**src/hw/phy_port_pages_regs.vh**
```
// register indices, field positions, reset values and timing counts for the
// port status and identification pages of the three-port physical layer.
// assumes a 50 MHz clock and one 32-bit aligned bus word per register index.
`ifndef PHY_PORT_PAGES_REGS_VH
`define PHY_PORT_PAGES_REGS_VH

// register indices; byte address is four times the index
`define IDX_EVENT_STATUS   4'h5
`define IDX_PAGE_PORT_SEL  4'h7
`define IDX_LINE_STATUS    4'h8
`define IDX_SPEED_FAULT    4'h9
`define IDX_MAKER_HIGH     4'ha
`define IDX_MAKER_MID      4'hb
`define IDX_MAKER_LOW      4'hc
`define IDX_PART_HIGH      4'hd
`define IDX_PART_MID       4'he
`define IDX_PART_LOW       4'hf

// page codes
`define PAGE_PORT_STATUS   3'h0
`define PAGE_IDENT         3'h1

// base register seven layout
`define SEL_PAGE_HI        7
`define SEL_PAGE_LO        5
`define SEL_PORT_HI        3
`define SEL_PORT_LO        0
`define PAGE_SEL_RST       3'h0
`define PORT_SEL_RST       4'h0

// line status register layout
`define LS_PAIR_A_HI       7
`define LS_PAIR_A_LO       6
`define LS_PAIR_B_HI       5
`define LS_PAIR_B_LO       4
`define LS_CHILD           3
`define LS_CONNECTED       2
`define LS_BIAS            1
`define LS_DISABLE         0

// speed, event enable and fault register layout
`define SF_SPEED_HI        7
`define SF_SPEED_LO        5
`define SF_EVENT_EN        4
`define SF_FAULT           3

// event status register layout
`define EV_PORT_EVENT      0

// line state codes
`define LINE_INVALID       2'h0
`define LINE_ARB_ONE       2'h1
`define LINE_ARB_ZERO      2'h2
`define LINE_HIGH_Z        2'h3

// peer speed codes
`define SPEED_S100         3'h0
`define SPEED_S200         3'h1
`define SPEED_S400         3'h2
`define SPEED_INVALID      3'h7

`define PORT_COUNT         3
`define COMPLIANCE_LEVEL   8'h01

// timing
// 330 ms and 41.6 us at 20 ns a cycle, sized to the debounce counter
`define CON_DEBOUNCE_CYC   25'hfbc520
`define BIAS_DEBOUNCE_CYC  25'h820
`define DEB_CNT_W          25

// axi responses
`define RESP_OKAY          2'h0
`define RESP_SLVERR        2'h2

`endif

```
**src/hw/phy_port_status_pages_unused.v**
```verilog
// holds no logic; the port pages sit in phy_port_status_pages.v
`timescale 1ns/1ps
`default_nettype none
`default_nettype wire

```
**src/hw/stable_debounce.v**
```verilog
// level debouncer: the output rises only after the input has stayed high for
// a full stable interval and drops at once when the input falls.
// assumes the raw level is already synchronous to clk.
`timescale 1ns/1ps
`default_nettype none
`include "phy_port_pages_regs.vh"

module stable_debounce #(
  parameter [`DEB_CNT_W-1:0] STABLE_CYCLES = 25'd1
) (
  // clock and reset
  input  wire clk,
  input  wire arst_n,
  // level in and out
  input  wire raw_in,
  output reg  stable_reg
);

  reg [`DEB_CNT_W-1:0] cnt_reg;

  always @(posedge clk or negedge arst_n) begin
    if (!arst_n) begin
      cnt_reg    <= {`DEB_CNT_W{1'b0}};
      stable_reg <= 1'b0;
    end else if (!raw_in) begin
      // a single low cycle restarts the whole interval
      cnt_reg    <= {`DEB_CNT_W{1'b0}};
      stable_reg <= 1'b0;
    end else if (!stable_reg) begin
      if (cnt_reg >= STABLE_CYCLES - 25'd1) begin
        stable_reg <= 1'b1;
      end else begin
        cnt_reg <= cnt_reg + 25'd1;
      end
    end
  end

endmodule
`default_nettype wire

```
**src/hw/phy_port_status_pages.v**
```verilog
// paged status window of a three-port cable physical layer, reached by an
// axi4-lite slave: base select register, port status page, identification
// page and a port event flag. assumes all inputs are synchronous to clk.
//
// Function
// controller writes page zero and port number into base register seven
// unimplemented selected port reads zero on every port status register
// pair a field: 11 high-z, 01 arb one, 10 arb zero, 00 invalid
// pair b field uses the same four codes as pair a
// child flag 1 child, 0 parent; idle ports and pre-tree-id read child
// connected set after 330 ms stable; hardware reset clears, bus reset not
// connected means peer attached only, not that the port is active
// bias flag set only after bias stable about 41.6 to 52 us
// disable bit writes disable port; hardware reset clears; bus reset keeps
// peer speed 000/001/010 for 100/200/400; nothing above 400 detected
// peer speed reads invalid after bus reset until self-id completes
// event enable lets port events set the event flag and notify link
// resume or suspend fault sets fault bit and leaves port suspended
// resume fault lacks incoming bias; suspend fault still sees bias
// fault bit clears on write one; write zero keeps; hardware reset clears
// controller writes one to page select to reach identification page
// ident page: compliance, reserved, three maker, three part bytes
// page select picks page at addresses 8 to 15; bus reset keeps it
// event flag set on connected, bias, disable or fault change if enabled
// ports numbered from zero in four-bit port select, reset to zero
// reserved bits and addresses read zero and ignore writes
//
// Design decision made here: register access over AXI4-Lite.
`timescale 1ns/1ps
`default_nettype none
`include "phy_port_pages_regs.vh"

module phy_port_status_pages #(
  parameter [`DEB_CNT_W-1:0] CON_DEBOUNCE_CYCLES = `CON_DEBOUNCE_CYC,
  // identification codes: arbitrary neutral values
  parameter [23:0]           MAKER_CODE          = 24'h12_34_56,
  parameter [23:0]           PART_CODE           = 24'h65_43_21
) (
  // clock and reset
  input  wire        clk,
  input  wire        arst_n,
  // axi4-lite write address and data
  input  wire [31:0] s_axi_awaddr,
  input  wire [2:0]  s_axi_awprot,
  input  wire        s_axi_awvalid,
  output reg         s_axi_awready,
  input  wire [31:0] s_axi_wdata,
  input  wire [3:0]  s_axi_wstrb,
  input  wire        s_axi_wvalid,
  output reg         s_axi_wready,
  // axi4-lite write response
  output reg  [1:0]  s_axi_bresp,
  output reg         s_axi_bvalid,
  input  wire        s_axi_bready,
  // axi4-lite read
  input  wire [31:0] s_axi_araddr,
  input  wire [2:0]  s_axi_arprot,
  input  wire        s_axi_arvalid,
  output reg         s_axi_arready,
  output reg  [31:0] s_axi_rdata,
  output reg  [1:0]  s_axi_rresp,
  output reg         s_axi_rvalid,
  input  wire        s_axi_rready,
  // bus state from the arbitration logic
  input  wire        bus_reset,
  input  wire        tree_id_done,
  input  wire        self_id_done,
  // per-port line receivers, one bit or field per port
  input  wire [2:0]  pair_a_valid,
  input  wire [2:0]  pair_a_high_z,
  input  wire [2:0]  pair_a_arb_bit,
  input  wire [2:0]  pair_b_valid,
  input  wire [2:0]  pair_b_high_z,
  input  wire [2:0]  pair_b_arb_bit,
  input  wire [2:0]  child_raw,
  input  wire [2:0]  connect_raw,
  input  wire [2:0]  bias_raw,
  input  wire [8:0]  peer_speed_raw,
  input  wire [2:0]  resume_check,
  input  wire [2:0]  suspend_check,
  // port control and link notification
  output reg  [2:0]  port_disable,
  output reg  [2:0]  port_hold_suspend,
  output reg         port_event_flag
);

  // axi state
  reg        aw_held_reg;
  reg        w_held_reg;
  reg [3:0]  wr_idx_reg;
  reg        wr_map_reg;
  reg [7:0]  wr_byte_reg;
  reg        wr_lane_reg;
  // register state
  reg [2:0]  page_sel_reg;
  reg [3:0]  port_sel_reg;
  reg [2:0]  pie_reg;
  reg [11:0] prev_status_reg;
  reg        tree_valid_reg;
  reg        speed_valid_reg;

  wire [2:0] con_w;
  wire [2:0] bias_w;

  // true when the 4-bit selection names an implemented port
  function port_ok;
    input [3:0] sel;
    begin
      port_ok = (sel < `PORT_COUNT);
    end
  endfunction

  // line state encoder shared by both pairs
  function [1:0] line_code;
    input valid;
    input high_z;
    input arb_bit;
    begin
      line_code = !valid  ? `LINE_INVALID :
                  high_z  ? `LINE_HIGH_Z  :
                  arb_bit ? `LINE_ARB_ONE : `LINE_ARB_ZERO;
    end
  endfunction

  // word address decode: index in bits 5:2, nothing above
  function addr_mapped;
    input [31:0] addr;
    begin
      addr_mapped = (addr[31:6] == 26'h0) &&
                    ((addr[5:2] == `IDX_EVENT_STATUS) ||
                     (addr[5:2] == `IDX_PAGE_PORT_SEL) ||
                     addr[5]);
    end
  endfunction

  // connection debounce
  // bias debounce
  genvar gi;
  generate
    for (gi = 0; gi < `PORT_COUNT; gi = gi + 1) begin : g_deb
      stable_debounce #(.STABLE_CYCLES (CON_DEBOUNCE_CYCLES)) u_con (
        .clk        (clk),
        .arst_n     (arst_n),
        .raw_in     (connect_raw[gi]),
        .stable_reg (con_w[gi])
      );
      stable_debounce #(.STABLE_CYCLES (`BIAS_DEBOUNCE_CYC)) u_bias (
        .clk        (clk),
        .arst_n     (arst_n),
        .raw_in     (bias_raw[gi]),
        .stable_reg (bias_w[gi])
      );
    end
  endgenerate

  // write channel handshakes
  wire aw_take  = s_axi_awvalid & s_axi_awready;
  wire w_take   = s_axi_wvalid & s_axi_wready;
  wire do_write = aw_held_reg & w_held_reg & ~s_axi_bvalid;
  wire ar_take  = s_axi_arvalid & s_axi_arready;

  wire aw_held_next = (aw_held_reg | aw_take) & ~do_write;
  wire w_held_next  = (w_held_reg | w_take) & ~do_write;
  wire bvalid_next  = (s_axi_bvalid & ~s_axi_bready) | do_write;
  wire rvalid_next  = (s_axi_rvalid & ~s_axi_rready) | ar_take;

  // qualified register writes; byte lane zero carries every field
  wire wr_ok    = do_write & wr_map_reg & wr_lane_reg;
  wire [1:0] wp = port_sel_reg[1:0];
  wire wr_port  = port_ok(port_sel_reg) &&
                  (page_sel_reg == `PAGE_PORT_STATUS);
  wire wr_line  = wr_ok & wr_port & (wr_idx_reg == `IDX_LINE_STATUS);
  wire wr_speed = wr_ok & wr_port & (wr_idx_reg == `IDX_SPEED_FAULT);

  // axi slave
  always @(posedge clk or negedge arst_n) begin
    if (!arst_n) begin
      s_axi_awready <= 1'b0;
      s_axi_wready  <= 1'b0;
      s_axi_bvalid  <= 1'b0;
      s_axi_bresp   <= `RESP_OKAY;
      s_axi_arready <= 1'b0;
      s_axi_rvalid  <= 1'b0;
      s_axi_rresp   <= `RESP_OKAY;
      aw_held_reg   <= 1'b0;
      w_held_reg    <= 1'b0;
      wr_idx_reg    <= 4'h0;
      wr_map_reg    <= 1'b0;
      wr_byte_reg   <= 8'h00;
      wr_lane_reg   <= 1'b0;
    end else begin
      aw_held_reg   <= aw_held_next;
      w_held_reg    <= w_held_next;
      s_axi_bvalid  <= bvalid_next;
      s_axi_rvalid  <= rvalid_next;
      // one write and one read in flight; ready drops while one is held
      s_axi_awready <= ~aw_held_next & ~bvalid_next;
      s_axi_wready  <= ~w_held_next & ~bvalid_next;
      s_axi_arready <= ~rvalid_next;
      if (aw_take) begin
        wr_idx_reg <= s_axi_awaddr[5:2];
        wr_map_reg <= addr_mapped(s_axi_awaddr);
      end
      if (w_take) begin
        wr_byte_reg <= s_axi_wdata[7:0];
        wr_lane_reg <= s_axi_wstrb[0];
      end
      if (do_write) begin
        s_axi_bresp <= wr_map_reg ? `RESP_OKAY : `RESP_SLVERR;
      end
      if (ar_take) begin
        s_axi_rresp <= addr_mapped(s_axi_araddr) ? `RESP_OKAY : `RESP_SLVERR;
      end
    end
  end

  // base select, per-port enables and validity windows
  always @(posedge clk or negedge arst_n) begin
    if (!arst_n) begin
      page_sel_reg    <= `PAGE_SEL_RST;
      port_sel_reg    <= `PORT_SEL_RST;
      port_disable    <= 3'h0;
      pie_reg         <= 3'h0;
      tree_valid_reg  <= 1'b0;
      speed_valid_reg <= 1'b0;
    end else begin
      // page select write
      // port select write
      if (wr_ok && (wr_idx_reg == `IDX_PAGE_PORT_SEL)) begin
        page_sel_reg <= wr_byte_reg[`SEL_PAGE_HI:`SEL_PAGE_LO];
        port_sel_reg <= wr_byte_reg[`SEL_PORT_HI:`SEL_PORT_LO];
      end
      // disable bit write
      if (wr_line) begin
        port_disable[wp] <= wr_byte_reg[`LS_DISABLE];
      end
      // event enable write
      if (wr_speed) begin
        pie_reg[wp] <= wr_byte_reg[`SF_EVENT_EN];
      end
      // child valid window
      tree_valid_reg  <= ~bus_reset & (tree_valid_reg | tree_id_done);
      // speed valid window
      speed_valid_reg <= ~bus_reset & (speed_valid_reg | self_id_done);
    end
  end

  // fault and port event flags; a new event beats a clear in the same cycle
  reg [2:0]  fault_next;
  reg        event_next;
  reg [11:0] status_now;
  integer    p;

  always @* begin
    fault_next = port_hold_suspend;
    event_next = port_event_flag;
    status_now = 12'h000;
    if (wr_ok && (wr_idx_reg == `IDX_EVENT_STATUS) &&
        wr_byte_reg[`EV_PORT_EVENT]) begin
      event_next = 1'b0;
    end
    for (p = 0; p < `PORT_COUNT; p = p + 1) begin
      status_now[p*4 +: 4] = {con_w[p], bias_w[p], port_disable[p],
                              port_hold_suspend[p]};
      // write one clears fault
      if (wr_speed && (wp == p) && wr_byte_reg[`SF_FAULT]) begin
        fault_next[p] = 1'b0;
      end
      // resume and suspend faults
      // fault holds suspend
      if ((resume_check[p] & ~bias_w[p]) |
          (suspend_check[p] & bias_w[p])) begin
        fault_next[p] = 1'b1;
      end
      // status change event
      // enabled event sets flag
      if (pie_reg[p] &&
          (status_now[p*4 +: 4] != prev_status_reg[p*4 +: 4])) begin
        event_next = 1'b1;
      end
    end
  end

  always @(posedge clk or negedge arst_n) begin
    if (!arst_n) begin
      port_hold_suspend <= 3'h0;
      port_event_flag   <= 1'b0;
      prev_status_reg   <= 12'h000;
    end else begin
      port_hold_suspend <= fault_next;
      port_event_flag   <= event_next;
      prev_status_reg   <= status_now;
    end
  end

  // read data selection
  reg [7:0] rd_byte;
  reg [1:0] rp;
  reg [2:0] spd;

  always @* begin
    rd_byte = 8'h00;
    rp      = port_sel_reg[1:0];
    spd     = peer_speed_raw[rp*3 +: 3];
    // clamp speeds above s400
    spd     = (spd > `SPEED_S400) ? `SPEED_S400 : spd;
    // invalid until self-id done
    spd     = speed_valid_reg ? spd : `SPEED_INVALID;
    case (s_axi_araddr[5:2])
      `IDX_EVENT_STATUS: rd_byte[`EV_PORT_EVENT] = port_event_flag;
      `IDX_PAGE_PORT_SEL: begin
        rd_byte[`SEL_PAGE_HI:`SEL_PAGE_LO] = page_sel_reg;
        rd_byte[`SEL_PORT_HI:`SEL_PORT_LO] = port_sel_reg;
      end
      default: rd_byte = 8'h00;
    endcase
    // unimplemented port reads zero
    if ((page_sel_reg == `PAGE_PORT_STATUS) && port_ok(port_sel_reg)) begin
      if (s_axi_araddr[5:2] == `IDX_LINE_STATUS) begin
        // pair a code
        rd_byte[`LS_PAIR_A_HI:`LS_PAIR_A_LO] =
          line_code(pair_a_valid[rp], pair_a_high_z[rp], pair_a_arb_bit[rp]);
        // pair b code
        rd_byte[`LS_PAIR_B_HI:`LS_PAIR_B_LO] =
          line_code(pair_b_valid[rp], pair_b_high_z[rp], pair_b_arb_bit[rp]);
        // idle ports read child
        rd_byte[`LS_CHILD] = child_raw[rp] | ~con_w[rp] | port_disable[rp] |
                             port_hold_suspend[rp] | ~tree_valid_reg;
        // attachment only
        rd_byte[`LS_CONNECTED] = con_w[rp];
        rd_byte[`LS_BIAS]      = bias_w[rp];
        rd_byte[`LS_DISABLE]   = port_disable[rp];
      end
      if (s_axi_araddr[5:2] == `IDX_SPEED_FAULT) begin
        rd_byte[`SF_SPEED_HI:`SF_SPEED_LO] = spd;
        rd_byte[`SF_EVENT_EN]              = pie_reg[rp];
        rd_byte[`SF_FAULT]                 = port_hold_suspend[rp];
      end
    end
    // identification page bytes
    // reserved addresses read zero
    if (page_sel_reg == `PAGE_IDENT) begin
      case (s_axi_araddr[5:2])
        `IDX_LINE_STATUS: rd_byte = `COMPLIANCE_LEVEL;
        `IDX_MAKER_HIGH:  rd_byte = MAKER_CODE[23:16];
        `IDX_MAKER_MID:   rd_byte = MAKER_CODE[15:8];
        `IDX_MAKER_LOW:   rd_byte = MAKER_CODE[7:0];
        `IDX_PART_HIGH:   rd_byte = PART_CODE[23:16];
        `IDX_PART_MID:    rd_byte = PART_CODE[15:8];
        `IDX_PART_LOW:    rd_byte = PART_CODE[7:0];
        default: rd_byte = rd_byte;
      endcase
    end
    if (!addr_mapped(s_axi_araddr)) begin
      rd_byte = 8'h00;
    end
  end

  // read data captured at the address handshake and held until taken
  always @(posedge clk or negedge arst_n) begin
    if (!arst_n) begin
      s_axi_rdata <= 32'h0000_0000;
    end else if (ar_take) begin
      s_axi_rdata <= {24'h00_0000, rd_byte};
    end
  end

endmodule
`default_nettype wire

```
**config.mk**
```make
export PLATFORM = sky130hd
export DESIGN_NAME = phy_port_status_pages
export DESIGN_NICKNAME = d
export VERILOG_FILES = /design/src/hw/phy_port_status_pages_unused.v /design/src/hw/stable_debounce.v /design/src/hw/phy_port_status_pages.v
export VERILOG_INCLUDE_DIRS = /design/src /design/src/hw
export SDC_FILE = /design/constraint.sdc
export NUM_CORES = 1
export LEC_CHECK = 0
export BUFFER_PORTS_ARGS = -buffer_cell sky130_fd_sc_hd__buf_4
export CORE_MARGIN = 5
export CORE_UTILIZATION = 57
export DETAILED_ROUTE_END_ITERATION = 7
export GPL_TIMING_DRIVEN = 0
export PLACE_DENSITY_LB_ADDON = 0.3
export REMOVE_ABC_BUFFERS = 1
export SLEW_MARGIN = 20
export SYNTH_ARGS = -nofsm -noshare
export SYNTH_HDL_FRONTEND = slang
export SYNTH_HIERARCHICAL = 1
export SYNTH_SLANG_ARGS = --single-unit
```
**constraint.sdc**
```tcl
create_clock -name clk -period 2.5 [get_ports clk]
set_input_delay 0.625 -clock clk [delete_from_list [all_inputs] [get_ports clk]]
set_output_delay 0.625 -clock clk [all_outputs]
set_load 0.005 [all_outputs]
```
Yosys cells after proc, flatten, opt, wreduce, memory -nomap -nowiden
Index checks and enable logic that the tools add are counted.
{"block": "word_totals", "inputBits": 158, "reg_bits": 220}
{"block": "classes", "reduce_logical": 34, "magnitude_cmp": 10, "n_eq_ne": 34, "multipliers": 1, "n_addsub": 6, "shifts": 1, "n_bitwise": 51, "mux": 93}
{"operator": "$mux W25", "count": 18}
{"operator": "$add A25 B1 Y25 const B", "count": 6}
{"operator": "$ge A25 B12 Y1 const B", "count": 3}
{"operator": "$ge A25 B24 Y1 const B", "count": 3}
{"operator": "$pmux W8 S7", "count": 1}
{"operator": "$logic_not A26 Y1", "count": 2}
{"operator": "$mux W1", "count": 41}
{"operator": "$eq A4 B4 Y1 const B", "count": 10}
{"operator": "$mux W8", "count": 4}
{"operator": "$and A1 B1 Y1", "count": 24}
{"operator": "$bmux W1 S2", "count": 12}
{"operator": "$eq A4 B3 Y1 const B", "count": 6}
{"operator": "$ne A2 B2 Y1 const B", "count": 12}
{"operator": "$logic_and A1 B1 Y1", "count": 16}
{"operator": "$mux W2", "count": 8}
{"operator": "$not A1 Y1", "count": 14}
{"operator": "$or A1 B1 Y1", "count": 13}
{"operator": "$mux W3", "count": 4}
{"operator": "$ne A4 B4 Y1", "count": 3}
{"operator": "$reduce_and A2 Y1", "count": 6}
{"operator": "$shiftx A9 B5 Y3", "count": 1}
{"operator": "$bwmux W3", "count": 2}
{"operator": "$reduce_bool A2 Y1", "count": 3}
{"operator": "$mux W5", "count": 1}
{"operator": "other kinds (14)", "count": 17}

Logic depth before layout (Yosys ltp)
Gate-level depths: netlist of run 1.
{"block": "depth", "depth_word": 13, "depth_mapped": 8}

Hierarchy
Netlist of run 1, hierarchy kept.
{"module": "stable_debounce at g_deb[0].u_bias ...", "instances": 3, "cells_per_inst": 113, "area_per_inst_um2": 1317.5}
{"module": "phy_port_status_pages", "instances": 1, "cells_per_inst": 325, "area_per_inst_um2": 3415.8}
{"module": "stable_debounce at g_deb[0].u_con ...", "instances": 2, "cells_per_inst": 165, "area_per_inst_um2": 1519.0}
{"module": "stable_debounce at g_deb[2].u_con", "instances": 1, "cells_per_inst": 164, "area_per_inst_um2": 1552.7}

Least setup slack after synthesis of run 1
OpenSTA, ideal clock, no wires.
{"block": "synth_timing", "kind": "in2reg", "from": "input port s_axi_araddr[15]", "to": "register s_axi_rdata[5]", "slack_ns": 0.187, "setup_time_ns": 0.104, "stages": 5, "required_time_ns": 2.396, "t_arrival_ns": 2.209, "cell_sequence": "or4_1 or4_4 nor3_4 inv_2 o41ai_2"}
{"block": "synth_between", "elab_chain_len": 3}
{"item": "start, declared", "line_no": "phy_port_status_pages.v:56", "rtl": "input wire [31:0] s_axi_araddr,"}
{"item": "$logic_not A26 Y1", "line_no": "phy_port_status_pages.v:129", "rtl": "addr_mapped = (addr[31:6] == 26'h0) &&"}
{"item": "$logic_and A1 B1 Y1", "line_no": "phy_port_status_pages.v:129"}
{"item": "$mux W8", "line_no": "phy_port_status_pages.v:354", "rtl": "if (!addr_mapped(s_axi_araddr)) begin"}
{"item": "end signal, assigned", "line_no": "phy_port_status_pages.v:364", "rtl": "s_axi_rdata <= {24'h00_0000, rd_byte};"}
{"item": "end, declared", "line_no": "phy_port_status_pages.v:60", "rtl": "output reg [31:0] s_axi_rdata,"}
No other way between the ends.
A chain may end at the register's enable or synchronous reset.

Worst setup path after layout of run 1
{"block": "layout_timing", "from": "register port_sel_reg[1], in the netlist port_ok.sel[1]", "to": "register port_hold_suspend[2]"}
{"block": "layout_between", "elab_chain_len": 7, "elab_cells_between_ends": 8, "classes_between": "1 x order compare; 1 x eq/ne; 2 x bitwise; 4 x reduce/logical"}
{"item": "start, declared", "line_no": "phy_port_status_pages.v:96", "rtl": "reg [3:0] port_sel_reg;"}
{"item": "start signal, assigned", "line_no": "phy_port_status_pages.v:221", "rtl": "port_sel_reg <= `PORT_SEL_RST;"}
{"item": "start signal, assigned", "line_no": "phy_port_status_pages.v:231", "rtl": "port_sel_reg <= wr_byte_reg[`SEL_PORT_HI:`SEL_PORT_LO];"}
{"item": "$lt A4 B2 Y1 (no source line)"}
{"item": "$logic_and A1 B1 Y1", "line_no": "phy_port_status_pages.v:170", "rtl": "wire wr_port = port_ok(port_sel_reg) &&"}
{"item": "$and A1 B1 Y1 (2 in a row)", "line_no": "phy_port_status_pages.v:173", "rtl": "wire wr_speed = wr_ok & wr_port & (wr_idx_reg == `IDX_SPEED_FAULT);"}
{"item": "$logic_and A1 B1 Y1 (*) (2 in a row)", "line_no": "phy_port_status_pages.v:266", "rtl": "if (wr_speed && (wp == p) && wr_byte_reg[`SF_FAULT]) begin"}
{"item": "$reduce_bool A2 Y1 (no source line) (*)"}
{"item": "end signal, assigned", "line_no": "phy_port_status_pages.v:290", "rtl": "port_hold_suspend <= fault_next;"}
{"item": "end, declared", "line_no": "phy_port_status_pages.v:83", "rtl": "output reg [2:0] port_hold_suspend,"}
Mark *: on every way between the ends. The rest lies on a longest branch, timed or not.

==> run_results.csv, run 1 <==
group,metric,value,unit
yosys,synth_cells,1158,
yosys,post_synth_num_cell_types,85,
global_route,overflow,0,
layout,diodes,0,
die,pin_count,206,
die,fp.dieH,155,um
sta,hold_ws,1.60,ps
global_route,grt_use_total,22.6,%
pwr,finalPower,8.65,mW
route,vias_per_cell,5.95,
worst_setup_path,r2r_setup_slack,160,ps
sta,slew_headroom,26.6,%
place,dp_cells,1527,
clocking,root_buffer,"clkbuf_16",
sta,worstMarginPinSlew,1100,ps
place,port_buffers,142,
clocking,cts_made_buffers,24,
die,core,20800,um2
place,dp_hpwl,19000,um
pwr,p_sw_share,22.6,%
route,firstDrtPassIters,6,
clocking,clock_latency,510,ps
die,start_util,57.4,%
route,vias,9324,
sta,skew,9.42,ps
worst_setup_path,reg2reg_from,"port_ok.sel[1]$_DFFE_PN0P_",
die,die_width,155,um
pwr,power.density,616,nW/um2
route,avgRoutedWirePerCell,17.5,um
pwr,p_int,6.69,mW
pwr,power_leakage,6.02,nW
layout,drive_above_1_share,23.0,%
route,drtIter0Drc,543,
worst_setup_path,reg2reg_to,"port_hold_suspend[2]$_DFFE_PN0P_",
pwr,p_sw,1.96,mW
pwr,seqPwrFrac,45.0,%
worst_setup_path,slowest_stage,"dfrtp_2",
global_route,grt_max_degree,102,
layout,area_growth_syn_to_layout,17.5,%
sta,clock.fmax,0.427,GHz
yosys,netlist_area,12000,um2
sta,min_period,2340,ps
sta,post-route-period-util,93.7,%
pwr,comb_power_share,8.8,%
layout,nNetsFinal,1442,
place,gp_congestion,0.831,
layout,final_util,67.5,%
global_route,grt_pass1_wl,45600,um
worst_setup_path,crit_family,"simple AND/OR/NAND/NOR gates",
clocking,clockBufferDepth,3,
sta,hold_viol,0,
worst_setup_path,arrival,2740,ps
yosys,synth-main-ff-cell,"dfrtp_1",
die,die_area,24000,um2
worst_setup_path,worst-path-max-fanout,24,
worst_setup_path,worstPathCellList,"a21oi_1 > nand3_2 > nor4_4 > nand3_1 > a221o_1",
global_route,grt_pass1_vias,9202,
hold_path,worst_hold_path_type,"in2async",
worst_setup_path,reg2reg_depth,5,
worst_setup_path,crit_path_max_incr_delay,640,ps
clocking,clock_sinks,218,
sta,rsz0062_at_grt,"false",
route,ant_nets,0,
worst_setup_path,required,2900,ps
route,routed_wl,27400,um
yosys,synth-seq-cells,218,
route,drc,0,
sta,fin_setup_tns,0,ps
clocking,clkTransAtPathRegs,60,ps
worst_setup_path,start_kind,"flop",
flow_run,max_cap_viol_count,0,
clocking,cts_tree,"built",
pwr,p_clk_share,46.2,%
place,place_area,13100,um2
worst_setup_path,critical_path_buf_inv_count,0,
global_route,antenna_found_initial,0,
layout,stdcell_count,1568,
status,status,"finished clean",
yosys,async_reset_ff_share,100,%
layout,final_area,14000,um2
clocking,postCtsSetupBuffers,0,
yosys,ys_warn_count,6,
place,pre_cts_ws,-350,ps
worst_setup_path,setup.worst_path.end_class,"flop",
pwr,ir_worst_vdd,0.438,mV
worst_setup_path,critPathKind,"reg2reg",
die,fp-row-count,53,
yosys,synth_edf_count,0,
yosys,synth.avg_cell_area,10.3,um2
yosys,ys_seq_area_share,45.6,%
sta,setup_viol,0,
sta,slew_violations,0,
clocking,htreeDepth,1,
sta,layout_setup_ws,157,ps
-- layout by cell type, fill, tap and decap left out, drive strengths merged, types with 34 or more instances in the layout --
| cell | Yosys | final |
|---|---|---|
| nand2b | 50 | 50 |
| a21oi | 54 | 54 |
| nand3 | 49 | 49 |
| buf | 42 | 144 |
| nor4 | 39 | 39 |
| dfrtp | 218 | 218 |
| nor2 | 45 | 45 |
| nand2 | 129 | 129 |
| o21ai | 34 | 34 |
| and2 | 48 | 48 |
| mux2i | 63 | 63 |
-- final cells by class --
| cell class | instances | area, um2 |
|---|---|---|
| fill | 1635 | 6780 |
| tap | 275 | 344 |
| clock inverter | 13 | 245 |
| clock buffer | 28 | 657 |
| multi-input combinational | 872 | 6150 |
| sequential | 218 | 5460 |
| timing repair buffer | 144 | 1130 |
| inverter | 18 | 67.6 |
-- layer usage --
metal  GRT usage (%)  part of all wire [%]  up-vias  wire length [um]
li1                -                     -     4501                 -
met1            31.0                    44     4524             12000
met2            37.4                    48      264             13200
met3            3.78                   6.0       35              1630
met4            6.22                   2.0        0               556
met5               0                     0        -                 0
-- repair_timing --
| item | in CTS | in global routing |
|---|---|---|
| hold buffers | 0 | 0 |
| gates resized for setup | 5 | 2 |
| cloned | 0 | 0 |
| setup endpoints to repair | 17 | 20 |
-- power by group through the flow --
| stage | Combinational [mW] | Sequential (mW) | Clock (mW) |
|---|---|---|---|
| 2_1_floorplan | 0.350 | 3.89 | 0 |
| 6_report | 0.757 | 3.89 | 4.00 |
| 3_3_place_gp | 0.723 | 3.94 | 0 |
| 5_1_grt | 0.844 | 3.92 | 4.23 |
| 4_1_cts | 0.772 | 3.90 | 4.07 |
| 3_5_place_dp | 0.758 | 3.95 | 0 |
-- synthesized netlist by cell type (26+ instances only) --
| cell type | count | area share [%] |
|---|---|---|
| mux2_2 | 26 | 2.4 |
| buf_4 | 26 | 1.6 |
| and2_1 | 48 | 2.5 |
| mux2i_1 | 63 | 5.3 |
| nand3_1 | 47 | 2.0 |
| a21oi_1 | 51 | 2.1 |
| clkbuf_1 | 33 | 1.0 |
| nand2b_1 | 50 | 2.6 |
| o21ai_0 | 31 | 1.3 |
| nand2_1 | 127 | 4.0 |
| o31ai_1 | 30 | 1.9 |
| dfrtp_1 | 218 | 46 |
| or4_1 | 28 | 1.8 |
| nor2_1 | 45 | 1.4 |
-- worst max-delay path by stage --
stage / cells past startpoint / slack [ps] / end / start
6_report: 5 / 160 / port_hold_suspend[2]$_DFFE_PN0P_ / port_ok.sel[1]$_DFFE_PN0P_
5_1_grt: 5 / 30 / port_hold_suspend[2]$_DFFE_PN0P_ / port_ok.sel[1]$_DFFE_PN0P_
4_1_cts: 6 / 10 / g_deb[1].u_con/cnt_reg[13]$_DFFE_PN0P_ / g_deb[1].u_con/cnt_reg[0]$_DFFE_PN0P_
3_5_place_dp: 5 / -350 / port_hold_suspend[2]$_DFFE_PN0P_ / port_ok.sel[1]$_DFFE_PN0P_
3_3_place_gp: 1 / -790 / g_deb[0].u_bias/cnt_reg[9]$_DFFE_PN0P_ / arst_n
2_1_floorplan: 5 / 190 / s_axi_rdata[5]$_DFFE_PN0P_ / s_axi_araddr[15]
-- cells by family after synthesis --
group | synth area share [%]
compound gates | 15.6
xor+xnor | 1.03
fa+ha+maj | 0.628
buf+inv | 4.02
flops | 45.6
mux | 7.72
other cells | 0.0314
simple gates | 25.4
(Power assumes the default switching activity.)
==> run 2: changes to the inputs <==
--- a/config.mk
+++ b/config.mk
@@ -8,7 +8,7 @@
 export LEC_CHECK = 0
 export BUFFER_PORTS_ARGS = -buffer_cell sky130_fd_sc_hd__buf_4
 export CORE_MARGIN = 5
-export CORE_UTILIZATION = 57
+export CORE_UTILIZATION = 60
 export DETAILED_ROUTE_END_ITERATION = 7
 export GPL_TIMING_DRIVEN = 0
 export PLACE_DENSITY_LB_ADDON = 0.3
==> constraint.sdc (replaced) <==
create_clock -name clk -period 2.7 [get_ports clk]
set_input_delay 0.675 -clock clk [delete_from_list [all_inputs] [get_ports clk]]
set_output_delay 0.675 -clock clk [all_outputs]
set_load 0.005 [all_outputs]
==> run 2 against run 1 <==
  * Sequential share of layout area grew 0.32 points
  * Total power down 12%
  * Critical endpoint unchanged
  * Largest power group is now registers
  * Via count rose by 2.2%
  * Register-to-register slack improved by 50 ps
  * Cell count down 0.51%
  * Die area down 4.7%
  * Clock-buffer cell count increased by 1
  * Clock skew fell by 2.2 ps
  * Core utilization increased by 3.9 points
  * Worst hold slack better by 130 ps
  * Wire length up 2.5%
==> run_results.csv, run 2 (same netlist as run 1, synthesis figures left out) <==
group,metric,value,unit
hold_path,worst_hold_path_type,"in2async",
clocking,cts_made_buffers,24,
clocking,clockBufferDepth,3,
die,core,19500,um2
global_route,grt_max_degree,88,
layout,fillerInstances,1421,
worst_setup_path,endpoint,"port_hold_suspend[2]$_DFFE_PN0P_",
flow_run,max_cap_viol_count,0,
route,firstDrtPassIters,6,
sta,hold_ws,135,ps
global_route,grt_use_total,24.4,%
place,port_buffers,142,
die,fp-row-count,51,
pwr,seqPwrFrac,47.1,%
pwr,p_clk_share,43.7,%
sta,layout_setup_ws,209,ps
place,gp_congestion,0.866,
global_route,grt_pass1_wl,45800,um
global_route,grt_pass1_vias,9210,
die,die_width,151,um
status,status,"finished clean",
layout,multi_input_area,6130,um2
layout,diodes,0,
worst_setup_path,critPathKind,"reg2reg",
sta,clock.fmax,0.401,GHz
route,avgRoutedWirePerCell,18.0,um
die,die_area,22900,um2
die,fp.dieH,151,um
worst_setup_path,arrival,2880,ps
worst_setup_path,start_kind,"flop",
place,dp_hpwl,19600,um
die,start_util,61.2,%
global_route,overflow,0,
worst_setup_path,r2r_setup_slack,210,ps
layout,drive_above_1_share,22.8,%
pwr,power.density,549,nW/um2
layout,layout_commonest_cell,"dfrtp_1",
route,ant_nets,0,
worst_setup_path,cp-startpoint,"port_ok.sel[1]$_DFFE_PN0P_",
clocking,clock_sinks,218,
sta,hold_viol,0,
sta,fin_setup_tns,0,ps
sta,post-route-period-util,92.2,%
sta,setup_viol,0,
clocking,clock_latency,510,ps
sta,min_period,2490,ps
pwr,p_int,5.81,mW
pwr,comb_power_share,9.2,%
worst_setup_path,reg2reg_from,"port_ok.sel[1]$_DFFE_PN0P_",
layout,final_area,13900,um2
layout,area_growth_syn_to_layout,16.5,%
route,drtIter0Drc,661,
place,pre_cts_ws,-120,ps
pwr,power_leakage,5.96,nW
pwr,p_sw,1.84,mW
sta,slew_headroom,26.8,%
worst_setup_path,reg2reg_to,"port_hold_suspend[2]$_DFFE_PN0P_",
route,drc,0,
worst_setup_path,worst-path-max-fanout,24,
layout,final_cell_mix,"dfrtp_1 (216), buf_4 (141), nand2_1 (127), mux2i_1 (63), a21oi_1 (51)",
clocking,cts_tree,"built",
place,place_area,13100,um2
route,routed_wl,28100,um
route,vias,9529,
sta,rsz0062_at_grt,"false",
worst_setup_path,setup.worst_path.end_class,"flop",
worst_setup_path,reg2reg_depth,5,
clocking,postCtsSetupBuffers,0,
clocking,clkTransAtPathRegs,60,ps
route,vias_per_cell,6.11,
sta,slew_violations,0,
layout,regArea,5460,um2
global_route,antenna_found_initial,0,
layout,nNetsFinal,1442,
die,pin_count,206,
sta,skew,7.27,ps
pwr,p_sw_share,24.0,%
clocking,root_buffer,"clkbuf_16",
sta,worstMarginPinSlew,1100,ps
clocking,htreeDepth,1,
worst_setup_path,required,3090,ps
pwr,ir_worst_vdd,0.528,mV
[run 2: changes by cell type in the layout (fill, tap and decap cells not counted), sizes merged]
cell	change
clkbuf	+1
clkinv	+1
clkinvlp	+3
bufinv	-4
inv	+1
[run 2: layout make-up]
cell class / instances / area share [%]
Multi-Input combinational cell: 872 / 44.0
Clock inverter: 14 / 1.16
Clock buffer: 29 / 4.67
Timing Repair Buffer: 144 / 8.10
Inverter: 18 / 0.485
Tap cell: 265 / 2.38
Sequential cell: 218 / 39.2
[run 2: what timing repair did]
item                       in CTS  in global routing
setup endpoints to repair       8                  7
hold buffers                    0                  0
gates resized for setup         2                  3
[run 2: routing by layer]
metal	global-route usage, %	wire length [um]
met1	32.4	11700
met2	41.5	13800
met3	3.98	1830
met4	7.30	687
met5	0	0
[run 2: power groups by stage]
| stage | Combinational (mW) | Sequential (mW) | Clock [mW] |
|---|---|---|---|
| floorplan | 0.324 | 3.61 | 0 |
| global placement | 0.663 | 3.65 | 0 |
| detailed placement | 0.702 | 3.66 | 0 |
| CTS | 0.709 | 3.60 | 3.40 |
| global route | 0.786 | 3.63 | 3.53 |
| finish | 0.707 | 3.60 | 3.34 |
[run 2: worst min path at each step]
stage / endpoint / cells after the start / startpoint / slack, ps
2_1_floorplan: aw_held_reg$_DFF_PN0_ / 0 / arst_n / 380
3_3_place_gp: prev_status_reg[9]$_DFF_PN0_ / 0 / port_disable[2]$_DFFE_PN0P_ / 460
3_5_place_dp: s_axi_awready$_DFF_PN0_ / 1 / aw_held_reg$_DFF_PN0_ / 480
4_1_cts: g_deb[0].u_con/cnt_reg[12]$_DFFE_PN0P_ / 1 / arst_n / 150
5_1_grt: g_deb[0].u_con/cnt_reg[13]$_DFFE_PN0P_ / 1 / arst_n / 180
6_report: g_deb[0].u_con/cnt_reg[12]$_DFFE_PN0P_ / 1 / arst_n / 140
[run 2: worst max-delay path, stage by stage, from the launching register on]
cell	delay, ps
dfrtp_2	640
a21oi_1	260
nand3_1	380
nor4_4	550
nand3_1	210
a221o_1	330
[run 2: through the flow]
step                total power, mW  utilization [%]  cells
finish                         7.65             71.4   1560
global route                   7.95             71.4   1560
global placement               4.31             66.8   1515
detailed placement             4.36             67.1   1517
CTS                            7.71             71.3   1560
floorplan                      3.93                -   1108
